### src/hw/dcq_pkg.sv
// constants for the dma crc, service level and debug register block
package dcq_pkg;
  // register indices; byte address is four times the index
  localparam logic [7:0] DCQ_IDX_CONTROL = 8'h00;
  localparam logic [7:0] DCQ_IDX_SETUP = 8'h02;
  localparam logic [7:0] DCQ_IDX_INPUT = 8'h04;
  localparam logic [7:0] DCQ_IDX_RESULT = 8'h08;
  localparam logic [7:0] DCQ_IDX_STATUS = 8'h0c;
  localparam logic [7:0] DCQ_IDX_DEBUG = 8'h0d;
  localparam logic [7:0] DCQ_IDX_SERVICE = 8'h0e;
  localparam logic [7:0] DCQ_IDX_TRIGGER = 8'h10;
  // reset values
  localparam logic [31:0] DCQ_RST_WORD = 32'h0000_0000;
  localparam logic [5:0] DCQ_RST_SERVICE = 6'h15;
  // field positions
  localparam int DCQ_CTL_SWRST = 0;
  localparam int DCQ_CTL_DMAEN = 1;
  localparam int DCQ_CTL_CRCEN = 2;
  localparam int DCQ_SETUP_SRC_LSB = 8;
  localparam int DCQ_SETUP_POLY_LSB = 2;
  localparam int DCQ_SETUP_WIDTH_LSB = 0;
  localparam int DCQ_STAT_BUSY = 0;
  // feed select codes
  localparam logic [5:0] DCQ_SRC_NONE = 6'h00;
  localparam logic [5:0] DCQ_SRC_IO = 6'h01;
  localparam logic [5:0] DCQ_SRC_CHAN_FIRST = 6'h20;
  // polynomial codes and values
  localparam logic [1:0] DCQ_POLY_CRC16 = 2'h0;
  localparam logic [1:0] DCQ_POLY_CRC32 = 2'h1;
  localparam logic [31:0] DCQ_GEN_CRC32 = 32'h04c1_1db7;
  localparam logic [15:0] DCQ_GEN_CRC16 = 16'h1021;
  // access width codes
  localparam logic [1:0] DCQ_WIDTH_BYTE = 2'h0;
  localparam logic [1:0] DCQ_WIDTH_HALF = 2'h1;
  localparam logic [1:0] DCQ_WIDTH_WORD = 2'h2;
  // bus
  localparam logic [1:0] DCQ_HTRANS_NONSEQ = 2'h2;
endpackage : dcq_pkg

### src/hw/dcq_crc_regs.sv
// crc unit, service levels, debug halt and soft trigger registers on ahb-lite
//
// Notes on behaviour
// - a write to crc_input_word starts a checksum update over the low bytes given by the access width
// - one byte folded per clock; latency equals bytes of the access width
// - with the 16-bit polynomial the upper checksum half reads zero
// - checksum is valid once crc_in_progress is clear; software reads then
// - 32-bit result is presented bit-reversed across the whole word
// - selecting a new feed clears zero_result_flag
// - zero_result_flag sets when a computation ends with zero checksum
// - bus feed: every input word write sets crc_in_progress
// - bus feed: writing one clears crc_in_progress, writing zero is ignored
// - channel feed: busy follows the selected channel enable
// - channel feed: software writes of one to busy are ignored
// - run_while_halted zero halts the controller during a debug halt
// - run_while_halted survives the controller software reset
// - transfer_service_level two bits give four memory priority levels
// - fetch and writeback service levels use the same four-level coding
// - one trigger bit per channel in 5:0, upper bits read zero
// - polynomial code 0 is 16-bit ccitt, code 1 is 32-bit ethernet
// - access width codes byte, half-word, word for bus feed writes
// - feed select is locked while busy unless the crc unit is disabled
module dcq_crc_regs
  import dcq_pkg::*;
#(
  parameter int NUM_CHAN = 6
) (
  input wire logic i_clk_sys,
  input wire logic i_srst,
  input wire logic i_hsel,
  input wire logic [31:0] i_haddr,
  input wire logic [1:0] i_htrans,
  input wire logic i_hwrite,
  input wire logic [2:0] i_hsize,
  input wire logic [31:0] i_hwdata,
  input wire logic i_hready,
  output logic o_hreadyout,
  output logic [31:0] o_hrdata,
  output logic o_hresp,
  input wire logic [NUM_CHAN-1:0] i_chan_enable,
  input wire logic [NUM_CHAN-1:0] i_chan_pending,
  input wire logic i_dma_crc_valid,
  input wire logic [31:0] i_dma_crc_data,
  output logic o_dma_crc_ready,
  input wire logic i_cpu_debug_halted,
  output logic o_dma_halted,
  output logic o_dma_enable,
  output logic [1:0] o_transfer_service_level,
  output logic [1:0] o_fetch_service_level,
  output logic [1:0] o_writeback_service_level,
  output logic [NUM_CHAN-1:0] o_per_channel_trigger_bit
);

  if (NUM_CHAN < 1 || NUM_CHAN > 6) begin : g_chan_check
    $error("NUM_CHAN must be 1 to 6");
  end

  function automatic logic [31:0] crc_byte(input logic [31:0] s, input logic [7:0] d,
                                           input logic is32);
    logic [31:0] c;
    logic fb;
    c = s;
    for (int i = 7; i >= 0; i--) begin
      if (is32) begin
        fb = c[31] ^ d[i];
        c = {c[30:0], 1'b0} ^ (fb ? DCQ_GEN_CRC32 : 32'h0000_0000);
      end else begin
        fb = c[15] ^ d[i];
        c = {16'h0000, c[14:0], 1'b0} ^ (fb ? {16'h0000, DCQ_GEN_CRC16} : 32'h0000_0000);
      end
    end
    return c;
  endfunction : crc_byte

  function automatic logic [31:0] bit_rev(input logic [31:0] v);
    logic [31:0] r;
    r = 32'h0000_0000;
    for (int i = 0; i < 32; i++) begin
      r[i] = v[31-i];
    end
    return r;
  endfunction : bit_rev

  // bus pipeline state
  logic dp_valid_reg;
  logic dp_write_reg;
  logic [7:0] dp_addr_reg;
  logic hreadyout_reg;
  logic [31:0] hrdata_reg;
  // registers
  logic dma_en_reg;
  logic crc_en_reg;
  logic [5:0] src_reg;
  logic [1:0] poly_reg;
  logic [1:0] width_reg;
  logic [31:0] in_word_reg;
  logic [31:0] crc_state_reg;
  logic [31:0] data_sh_reg;
  logic [2:0] bytes_left_reg;
  logic busy_reg;
  logic zero_reg;
  logic run_halt_reg;
  logic halted_reg;
  logic [5:0] qos_reg;
  logic [NUM_CHAN-1:0] trig_reg;
  logic dma_ready_reg;

  logic acc;
  logic wr_go;
  logic [7:0] a_idx;
  logic is32;
  logic is_chan_src;
  logic [4:0] chan_idx;
  logic chan_sel_en;
  logic start_io;
  logic dma_take;
  logic step;
  logic last_step;
  logic [31:0] crc_step_val;
  logic [2:0] beat_bytes;
  logic [2:0] bytes_left_next;
  logic swrst;
  logic rst_all;
  logic [31:0] rd_mux;

  assign acc = i_hsel && (i_htrans == DCQ_HTRANS_NONSEQ) && i_hready;
  assign wr_go = dp_valid_reg && dp_write_reg && hreadyout_reg;
  assign is32 = (poly_reg == DCQ_POLY_CRC32);
  assign is_chan_src = (src_reg[5:5] == DCQ_SRC_CHAN_FIRST[5:5]);
  assign chan_idx = src_reg[4:0];

  // an unmapped index in address bits 7:2 reads zero
  assign a_idx = {2'b00, i_haddr[7:2]};

  always_comb begin
    chan_sel_en = 1'b0;
    for (int i = 0; i < NUM_CHAN; i++) begin
      if (chan_idx == i[4:0]) begin
        chan_sel_en = i_chan_enable[i];
      end
    end
  end

  always_comb begin
    case (width_reg)
      DCQ_WIDTH_BYTE: beat_bytes = 3'd1;
      DCQ_WIDTH_HALF: beat_bytes = 3'd2;
      DCQ_WIDTH_WORD: beat_bytes = 3'd4;
      default: beat_bytes = 3'd4;
    endcase
  end

  // bus feed start on input word write
  assign start_io = wr_go && (dp_addr_reg == DCQ_IDX_INPUT) && (src_reg == DCQ_SRC_IO)
                    && crc_en_reg;
  assign dma_take = i_dma_crc_valid && dma_ready_reg && is_chan_src && crc_en_reg;
  // engine freezes during a debug halt
  assign step = (bytes_left_reg != 3'd0) && !halted_reg;
  assign last_step = step && (bytes_left_reg == 3'd1);
  assign crc_step_val = crc_byte(crc_state_reg, data_sh_reg[7:0], is32);

  always_comb begin
    bytes_left_next = bytes_left_reg;
    if (step) begin
      bytes_left_next = bytes_left_reg - 3'd1;
    end
    if (start_io || dma_take) begin
      bytes_left_next = beat_bytes;
    end
  end

  // software reset only with both units disabled; otherwise ignored
  assign swrst = wr_go && (dp_addr_reg == DCQ_IDX_CONTROL) && i_hwdata[DCQ_CTL_SWRST]
                 && !dma_en_reg && !crc_en_reg;
  assign rst_all = i_srst || swrst;

  // bus handshake: reads take one wait state so a preceding write is visible
  always_ff @(posedge i_clk_sys) begin
    if (i_srst) begin
      dp_valid_reg <= 1'b0;
      dp_write_reg <= 1'b0;
      dp_addr_reg <= 8'h00;
      hreadyout_reg <= 1'b1;
    end else begin
      if (i_hready) begin
        dp_valid_reg <= acc;
        dp_write_reg <= i_hwrite;
        dp_addr_reg <= a_idx;
      end
      if (acc && !i_hwrite) begin
        hreadyout_reg <= 1'b0;
      end else if (acc && a_idx == DCQ_IDX_INPUT && bytes_left_next != 3'd0) begin
        // input write waits until the engine drains the previous beat
        hreadyout_reg <= 1'b0;
      end else if (dp_valid_reg && !hreadyout_reg && dp_write_reg) begin
        hreadyout_reg <= (bytes_left_next == 3'd0);
      end else begin
        hreadyout_reg <= 1'b1;
      end
    end
  end

  always_comb begin
    case (dp_addr_reg)
      DCQ_IDX_CONTROL: rd_mux = {29'h0, crc_en_reg, dma_en_reg, 1'b0};
      DCQ_IDX_SETUP: rd_mux = {18'h0, src_reg, 4'h0, poly_reg, width_reg};
      DCQ_IDX_INPUT: rd_mux = in_word_reg;
      // reversed word for 32-bit, upper half zero for 16-bit
      DCQ_IDX_RESULT: rd_mux = is32 ? bit_rev(crc_state_reg) : {16'h0, crc_state_reg[15:0]};
      DCQ_IDX_STATUS: rd_mux = {30'h0, zero_reg, busy_reg};
      DCQ_IDX_DEBUG: rd_mux = {31'h0, run_halt_reg};
      DCQ_IDX_SERVICE: rd_mux = {26'h0, qos_reg};
      DCQ_IDX_TRIGGER: rd_mux = {{(32 - NUM_CHAN){1'b0}}, trig_reg};
      default: rd_mux = 32'h0000_0000;
    endcase
  end

  always_ff @(posedge i_clk_sys) begin
    if (i_srst) begin
      hrdata_reg <= DCQ_RST_WORD;
    end else if (dp_valid_reg && !dp_write_reg && !hreadyout_reg) begin
      hrdata_reg <= rd_mux;
    end
  end

  always_ff @(posedge i_clk_sys) begin
    if (rst_all) begin
      dma_en_reg <= 1'b0;
      crc_en_reg <= 1'b0;
    end else if (wr_go && dp_addr_reg == DCQ_IDX_CONTROL) begin
      dma_en_reg <= i_hwdata[DCQ_CTL_DMAEN];
      // disabling the crc unit is refused while busy
      if (i_hwdata[DCQ_CTL_CRCEN] || !busy_reg) begin
        crc_en_reg <= i_hwdata[DCQ_CTL_CRCEN];
      end
    end
  end

  always_ff @(posedge i_clk_sys) begin
    if (rst_all) begin
      src_reg <= DCQ_SRC_NONE;
      poly_reg <= DCQ_POLY_CRC16;
      width_reg <= DCQ_WIDTH_BYTE;
    end else if (wr_go && dp_addr_reg == DCQ_IDX_SETUP) begin
      poly_reg <= i_hwdata[DCQ_SETUP_POLY_LSB +: 2];
      width_reg <= i_hwdata[DCQ_SETUP_WIDTH_LSB +: 2];
      // feed select locked during a computation
      if (!(busy_reg && crc_en_reg)) begin
        src_reg <= i_hwdata[DCQ_SETUP_SRC_LSB +: 6];
      end
    end
  end

  always_ff @(posedge i_clk_sys) begin
    if (rst_all) begin
      in_word_reg <= DCQ_RST_WORD;
    end else if (wr_go && dp_addr_reg == DCQ_IDX_INPUT) begin
      in_word_reg <= i_hwdata;
    end else if (dma_take) begin
      in_word_reg <= i_dma_crc_data;
    end
  end

  // fold low byte first, shift right one byte per step
  always_ff @(posedge i_clk_sys) begin
    if (rst_all) begin
      data_sh_reg <= DCQ_RST_WORD;
      bytes_left_reg <= 3'd0;
      dma_ready_reg <= 1'b0;
    end else begin
      bytes_left_reg <= bytes_left_next;
      dma_ready_reg <= (bytes_left_next == 3'd0);
      if (start_io) begin
        data_sh_reg <= i_hwdata;
      end else if (dma_take) begin
        data_sh_reg <= i_dma_crc_data;
      end else if (step) begin
        data_sh_reg <= {8'h00, data_sh_reg[31:8]};
      end
    end
  end

  // software seed write stores the internal form so a 32-bit seed reads back unchanged and a 16-bit seed keeps its low half
  always_ff @(posedge i_clk_sys) begin
    if (rst_all) begin
      crc_state_reg <= DCQ_RST_WORD;
    end else if (wr_go && dp_addr_reg == DCQ_IDX_RESULT) begin
      crc_state_reg <= is32 ? bit_rev(i_hwdata) : {16'h0, i_hwdata[15:0]};
    end else if (step) begin
      crc_state_reg <= crc_step_val;
    end
  end

  always_ff @(posedge i_clk_sys) begin
    if (rst_all) begin
      busy_reg <= 1'b0;
    end else if (is_chan_src) begin
      // channel feed mirrors the channel enable
      // software writes have no effect here
      busy_reg <= chan_sel_en;
    end else if (src_reg == DCQ_SRC_IO) begin
      // input write sets; set wins over a same-cycle clear
      if (wr_go && dp_addr_reg == DCQ_IDX_INPUT) begin
        busy_reg <= 1'b1;
      // write of one clears, zero ignored
      end else if (wr_go && dp_addr_reg == DCQ_IDX_STATUS && i_hwdata[DCQ_STAT_BUSY]) begin
        busy_reg <= 1'b0;
      end
    end
  end

  always_ff @(posedge i_clk_sys) begin
    if (rst_all) begin
      zero_reg <= 1'b0;
    // completion with zero checksum, wins over clear
    end else if (last_step && (is32 ? crc_step_val == 32'h0 : crc_step_val[15:0] == 16'h0)) begin
      zero_reg <= 1'b1;
    end else if (wr_go && dp_addr_reg == DCQ_IDX_SETUP && !(busy_reg && crc_en_reg)) begin
      zero_reg <= 1'b0;
    end
  end

  // only the system reset clears run_while_halted
  always_ff @(posedge i_clk_sys) begin
    if (i_srst) begin
      run_halt_reg <= 1'b0;
    end else if (wr_go && dp_addr_reg == DCQ_IDX_DEBUG) begin
      run_halt_reg <= i_hwdata[0];
    end
  end

  // halt only while the debugger holds the cpu and running is not allowed
  always_ff @(posedge i_clk_sys) begin
    if (i_srst) begin
      halted_reg <= 1'b0;
    end else begin
      halted_reg <= i_cpu_debug_halted && !run_halt_reg;
    end
  end

  // service levels: data 5:4, fetch 3:2, writeback 1:0
  always_ff @(posedge i_clk_sys) begin
    if (rst_all) begin
      qos_reg <= DCQ_RST_SERVICE;
    end else if (wr_go && dp_addr_reg == DCQ_IDX_SERVICE) begin
      qos_reg <= i_hwdata[5:0];
    end
  end

  // per channel trigger; a write beats a same-cycle pending clear
  always_ff @(posedge i_clk_sys) begin
    if (rst_all) begin
      trig_reg <= '0;
    end else if (wr_go && dp_addr_reg == DCQ_IDX_TRIGGER) begin
      trig_reg <= i_hwdata[NUM_CHAN-1:0];
    end else begin
      trig_reg <= trig_reg & ~i_chan_pending;
    end
  end

  assign o_hreadyout = hreadyout_reg;
  assign o_hrdata = hrdata_reg;
  assign o_hresp = 1'b0;
  assign o_dma_crc_ready = dma_ready_reg;
  assign o_dma_halted = halted_reg;
  assign o_dma_enable = dma_en_reg;
  assign o_transfer_service_level = qos_reg[5:4];
  assign o_fetch_service_level = qos_reg[3:2];
  assign o_writeback_service_level = qos_reg[1:0];
  assign o_per_channel_trigger_bit = trig_reg;

endmodule : dcq_crc_regs

### config.mk
export PLATFORM = sky130hd
export DESIGN_NAME = dcq_crc_regs
export DESIGN_NICKNAME = d
export VERILOG_FILES = /design/src/hw/dcq_pkg.sv /design/src/hw/dcq_crc_regs.sv
export SDC_FILE = /design/constraint.sdc
export NUM_CORES = 1
export LEC_CHECK = 0
export BUFFER_PORTS_ARGS = -buffer_cell sky130_fd_sc_hd__buf_2
export CORE_MARGIN = 1.5
export CORE_UTILIZATION = 50
export DETAILED_ROUTE_END_ITERATION = 7
export PLACE_DENSITY = 0.72
export SYNTH_ARGS = -nofsm -noshare
export SYNTH_HDL_FRONTEND = slang
export SYNTH_SLANG_ARGS = --single-unit
### constraint.sdc
create_clock -name i_clk_sys -period 4.1 [get_ports i_clk_sys]
set_input_delay 0.205 -clock i_clk_sys [delete_from_list [all_inputs] [get_ports i_clk_sys]]
set_output_delay 0.205 -clock i_clk_sys [all_outputs]
set_load 0.03 [all_outputs]
==> results.cfg <==
[die]
fp.dieH_um = 144.0
coreArea_mm2 = 0.01946
floorplan.rows = 51
num_io_pins = 169
start_util_pct = 51.08
dieArea_mm2 = 0.02074
die_x_um = 144.0

[setup_path]
cp_cell_sequence = xnor2_2, xor2_1, mux2i_1, xnor2_1, xnor2_1, nand3_1, or4_1, nor4_2, a31o_1
cp_common_cell = xnor2_1
r2r-end = zero_reg
regToRegStartpoint = crc_state_reg[29]
r2r_slack_ns = 0.86
crit_slowest_cell = xor2_1
startpoint_type = flip-flop
crit_buf_inv = 0
setup.worst_path.end_class = flip-flop
path_max_fanout = 7
critPathKind = flip-flop to flip-flop
cp.arrival_ns = 3.61
reg2reg_depth = 9
critPathTopFamily = XOR/XNOR gates
critPathRequiredTime_ns = 4.47
cpPeakStageDelay_ns = 0.52

[drt]
drtPass1Iterations = 6
viasPerCell = 6.092
ant_nets = 0
routedWlPerCell_um = 21.61
drcViolationCount = 0
wl_mm = 34.16
via_count = 9631
drtIter0Drc = 1236

[timing]
fin_skew_ns = 0.01215
fin_crit_sh_pct = 78.98
fin_setup_tns_ns = 0
rsz0062_at_grt = false
maxSlewViolCount = 0
setup_violations = 0
slew_headroom_pct = 29.29
fmax_ghz = 0.3088
fin_hold_ws_ns = 0.01847
post-route-min-period_ns = 3.238
hold_violations = 0
worst_pin_slew_ns = 1.055

[clock_network]
htreeDepth = 4
worstSkewPairLatency_ns = 0.43
clock-sinks = 169
cts_tree = built
post_cts_buffers = 0
cts_hold_buf = 0
clock_path_buffers = 2
cts_root_buf = clkbuf_16
post_cts_resize_count = 0
cts_buffers = 17
clk_pin_slew_worst_paths_ns = 0.07

[power_and_ir_drop]
p_per_area_mw_per_mm2 = 435.3
p_total_w = 0.004933
max-vdd-ir-drop_mv = 0.2651
power.leakage_nw = 4.396

[layout]
antenna_cells = 0
design_area_mm2 = 0.01133
fin_nets = 1426
area_delta_synth_final_pct = 13.98
drive_gt1_share_pct = 18.01
nFillCells = 1784
final_cells = 1581

[placed_design]
dpl.hpwl_mm = 25.12
dp.cells = 1549
io_buffers = 138
globalplace.congestion = 0.9993
place_area_mm2 = 0.01070

[grt]
grt_pass1_vias = 8524
grt_overflow_total = 0
grt_pass1_wl_mm = 50.87
gr-usage-all-layers_pct = 32.98
antenna_found_initial = 0
grt_max_degree = 86

[hold_path]
min_delay_path_depth = 3
whs_endpoint = dp_addr_reg[2]
min_path_type = input pin to flip-flop
hp-start = i_haddr[4]

[synthesis]
synth_most_common_cell = nor2_1
ys_seq_area_share_pct = 34.03
synth_warnings = 0
yosysTopAreaCell = dfxtp_1
synth_edf_count = 0
synthTopCellsByCount = nor2_1, dfxtp_1, nand2_1
avgSynthCellArea_um2 = 8.037
synth.area.top_cells = dfxtp_1, nor2_1, a21oi_1
async_flop_share_pct = 0
synth_nets = 1360
netlist_area_mm2 = 0.009942
syn_inst = 1237
synth_cell_types = 74
synth_top_area_share_pct = 34.03
ys_ff_latch = 169
synth-main-ff-cell = dfxtp_1

[job]
cap_viol_max_count = 0

[outcome]
outcome = finished clean
[final cells by class]
class | instances | area, um^2 | area share (%)
multi-input combinational | 941 | 6051 | 53.40
clock buffer | 18 | 439.2 | 3.875
inverter | 7 | 26.28 | 0.2319
sequential | 169 | 3383 | 29.86
timing repair buffer | 167 | 908.4 | 8.016
tap | 265 | 331.6 | 2.926
clock inverter | 14 | 192.7 | 1.700
[routing by layer]
layer	global-route usage (%)	up-vias	share of wire, %
li1	-	4490	-
met1	46.47	4504	42
met2	50.06	571	44
met3	6.821	66	11
met4	11.17	0	3.0
met5	0	-	0
[cell families (layout without fill, tap and decap cells)]
family,count (synthesis),after routing,synth area share (%)
xor gates and xnor gates,117,117,14.22
DFF,169,169,34.03
muxes,30,30,3.171
other,1,1,0.03772
and+or+nand+nor,487,487,21.86
buffers and inverters,127,206,5.562
AOI/OAI and AO/OA,303,303,20.74
adders and majority gates,3,3,0.3776
[tightest hold or removal path, stage by stage]
cell	delay, ns
buf_2	0.08
mux2i_1	0.06
nor2_1	0.07
[placed cells by master (no fill, tap or decap), types with 12 or more instances in the layout]
cell	instances
nand3_1	23
a22oi_1	29
buf_2	138
a21oi_1	112
xnor2_1	64
mux2i_1	27
and2_1	25
a22o_1	16
xor2_1	24
buf_4	29
clkbuf_16	17
nand2_1	137
nor2_1	206
nor3_1	34
a211oi_1	69
a222oi_1	13
a311oi_1	20
xnor3_1	12
dfxtp_1	169
[worst max-delay path by stage]
stage / startpoint / endpoint / slack, ns / cells past startpoint
after floorplan: crc_state_reg[25] / zero_reg / 1.44 / 8
after global placement: data_sh_reg[7] / zero_reg / 0.91 / 8
after detailed placement: data_sh_reg[7] / zero_reg / 0.94 / 8
after CTS: data_sh_reg[7] / zero_reg / 0.90 / 8
after global routing: poly_reg[1] / zero_reg / 0.67 / 9
final: crc_state_reg[29] / zero_reg / 0.86 / 9
[metrics by stage]
step           utilization (%)  setup slack (ns)
2_1_floorplan                -             1.440
3_3_place_gp             54.98            0.9119
3_5_place_dp             54.98            0.9448
4_1_cts                  58.23            0.9044
5_1_grt                  58.23            0.6658
6_report                 58.23            0.8620
[power by group]
group	switching [W]	internal (W)	leakage (nW)
Clock	0.000727	0.000991	0.298
Sequential	0.000124	0.00171	1.36
Combinational	0.000890	0.000494	2.73
Total	0.00174	0.00319	4.40
Note: power is estimated with default switching activity, not from simulation.
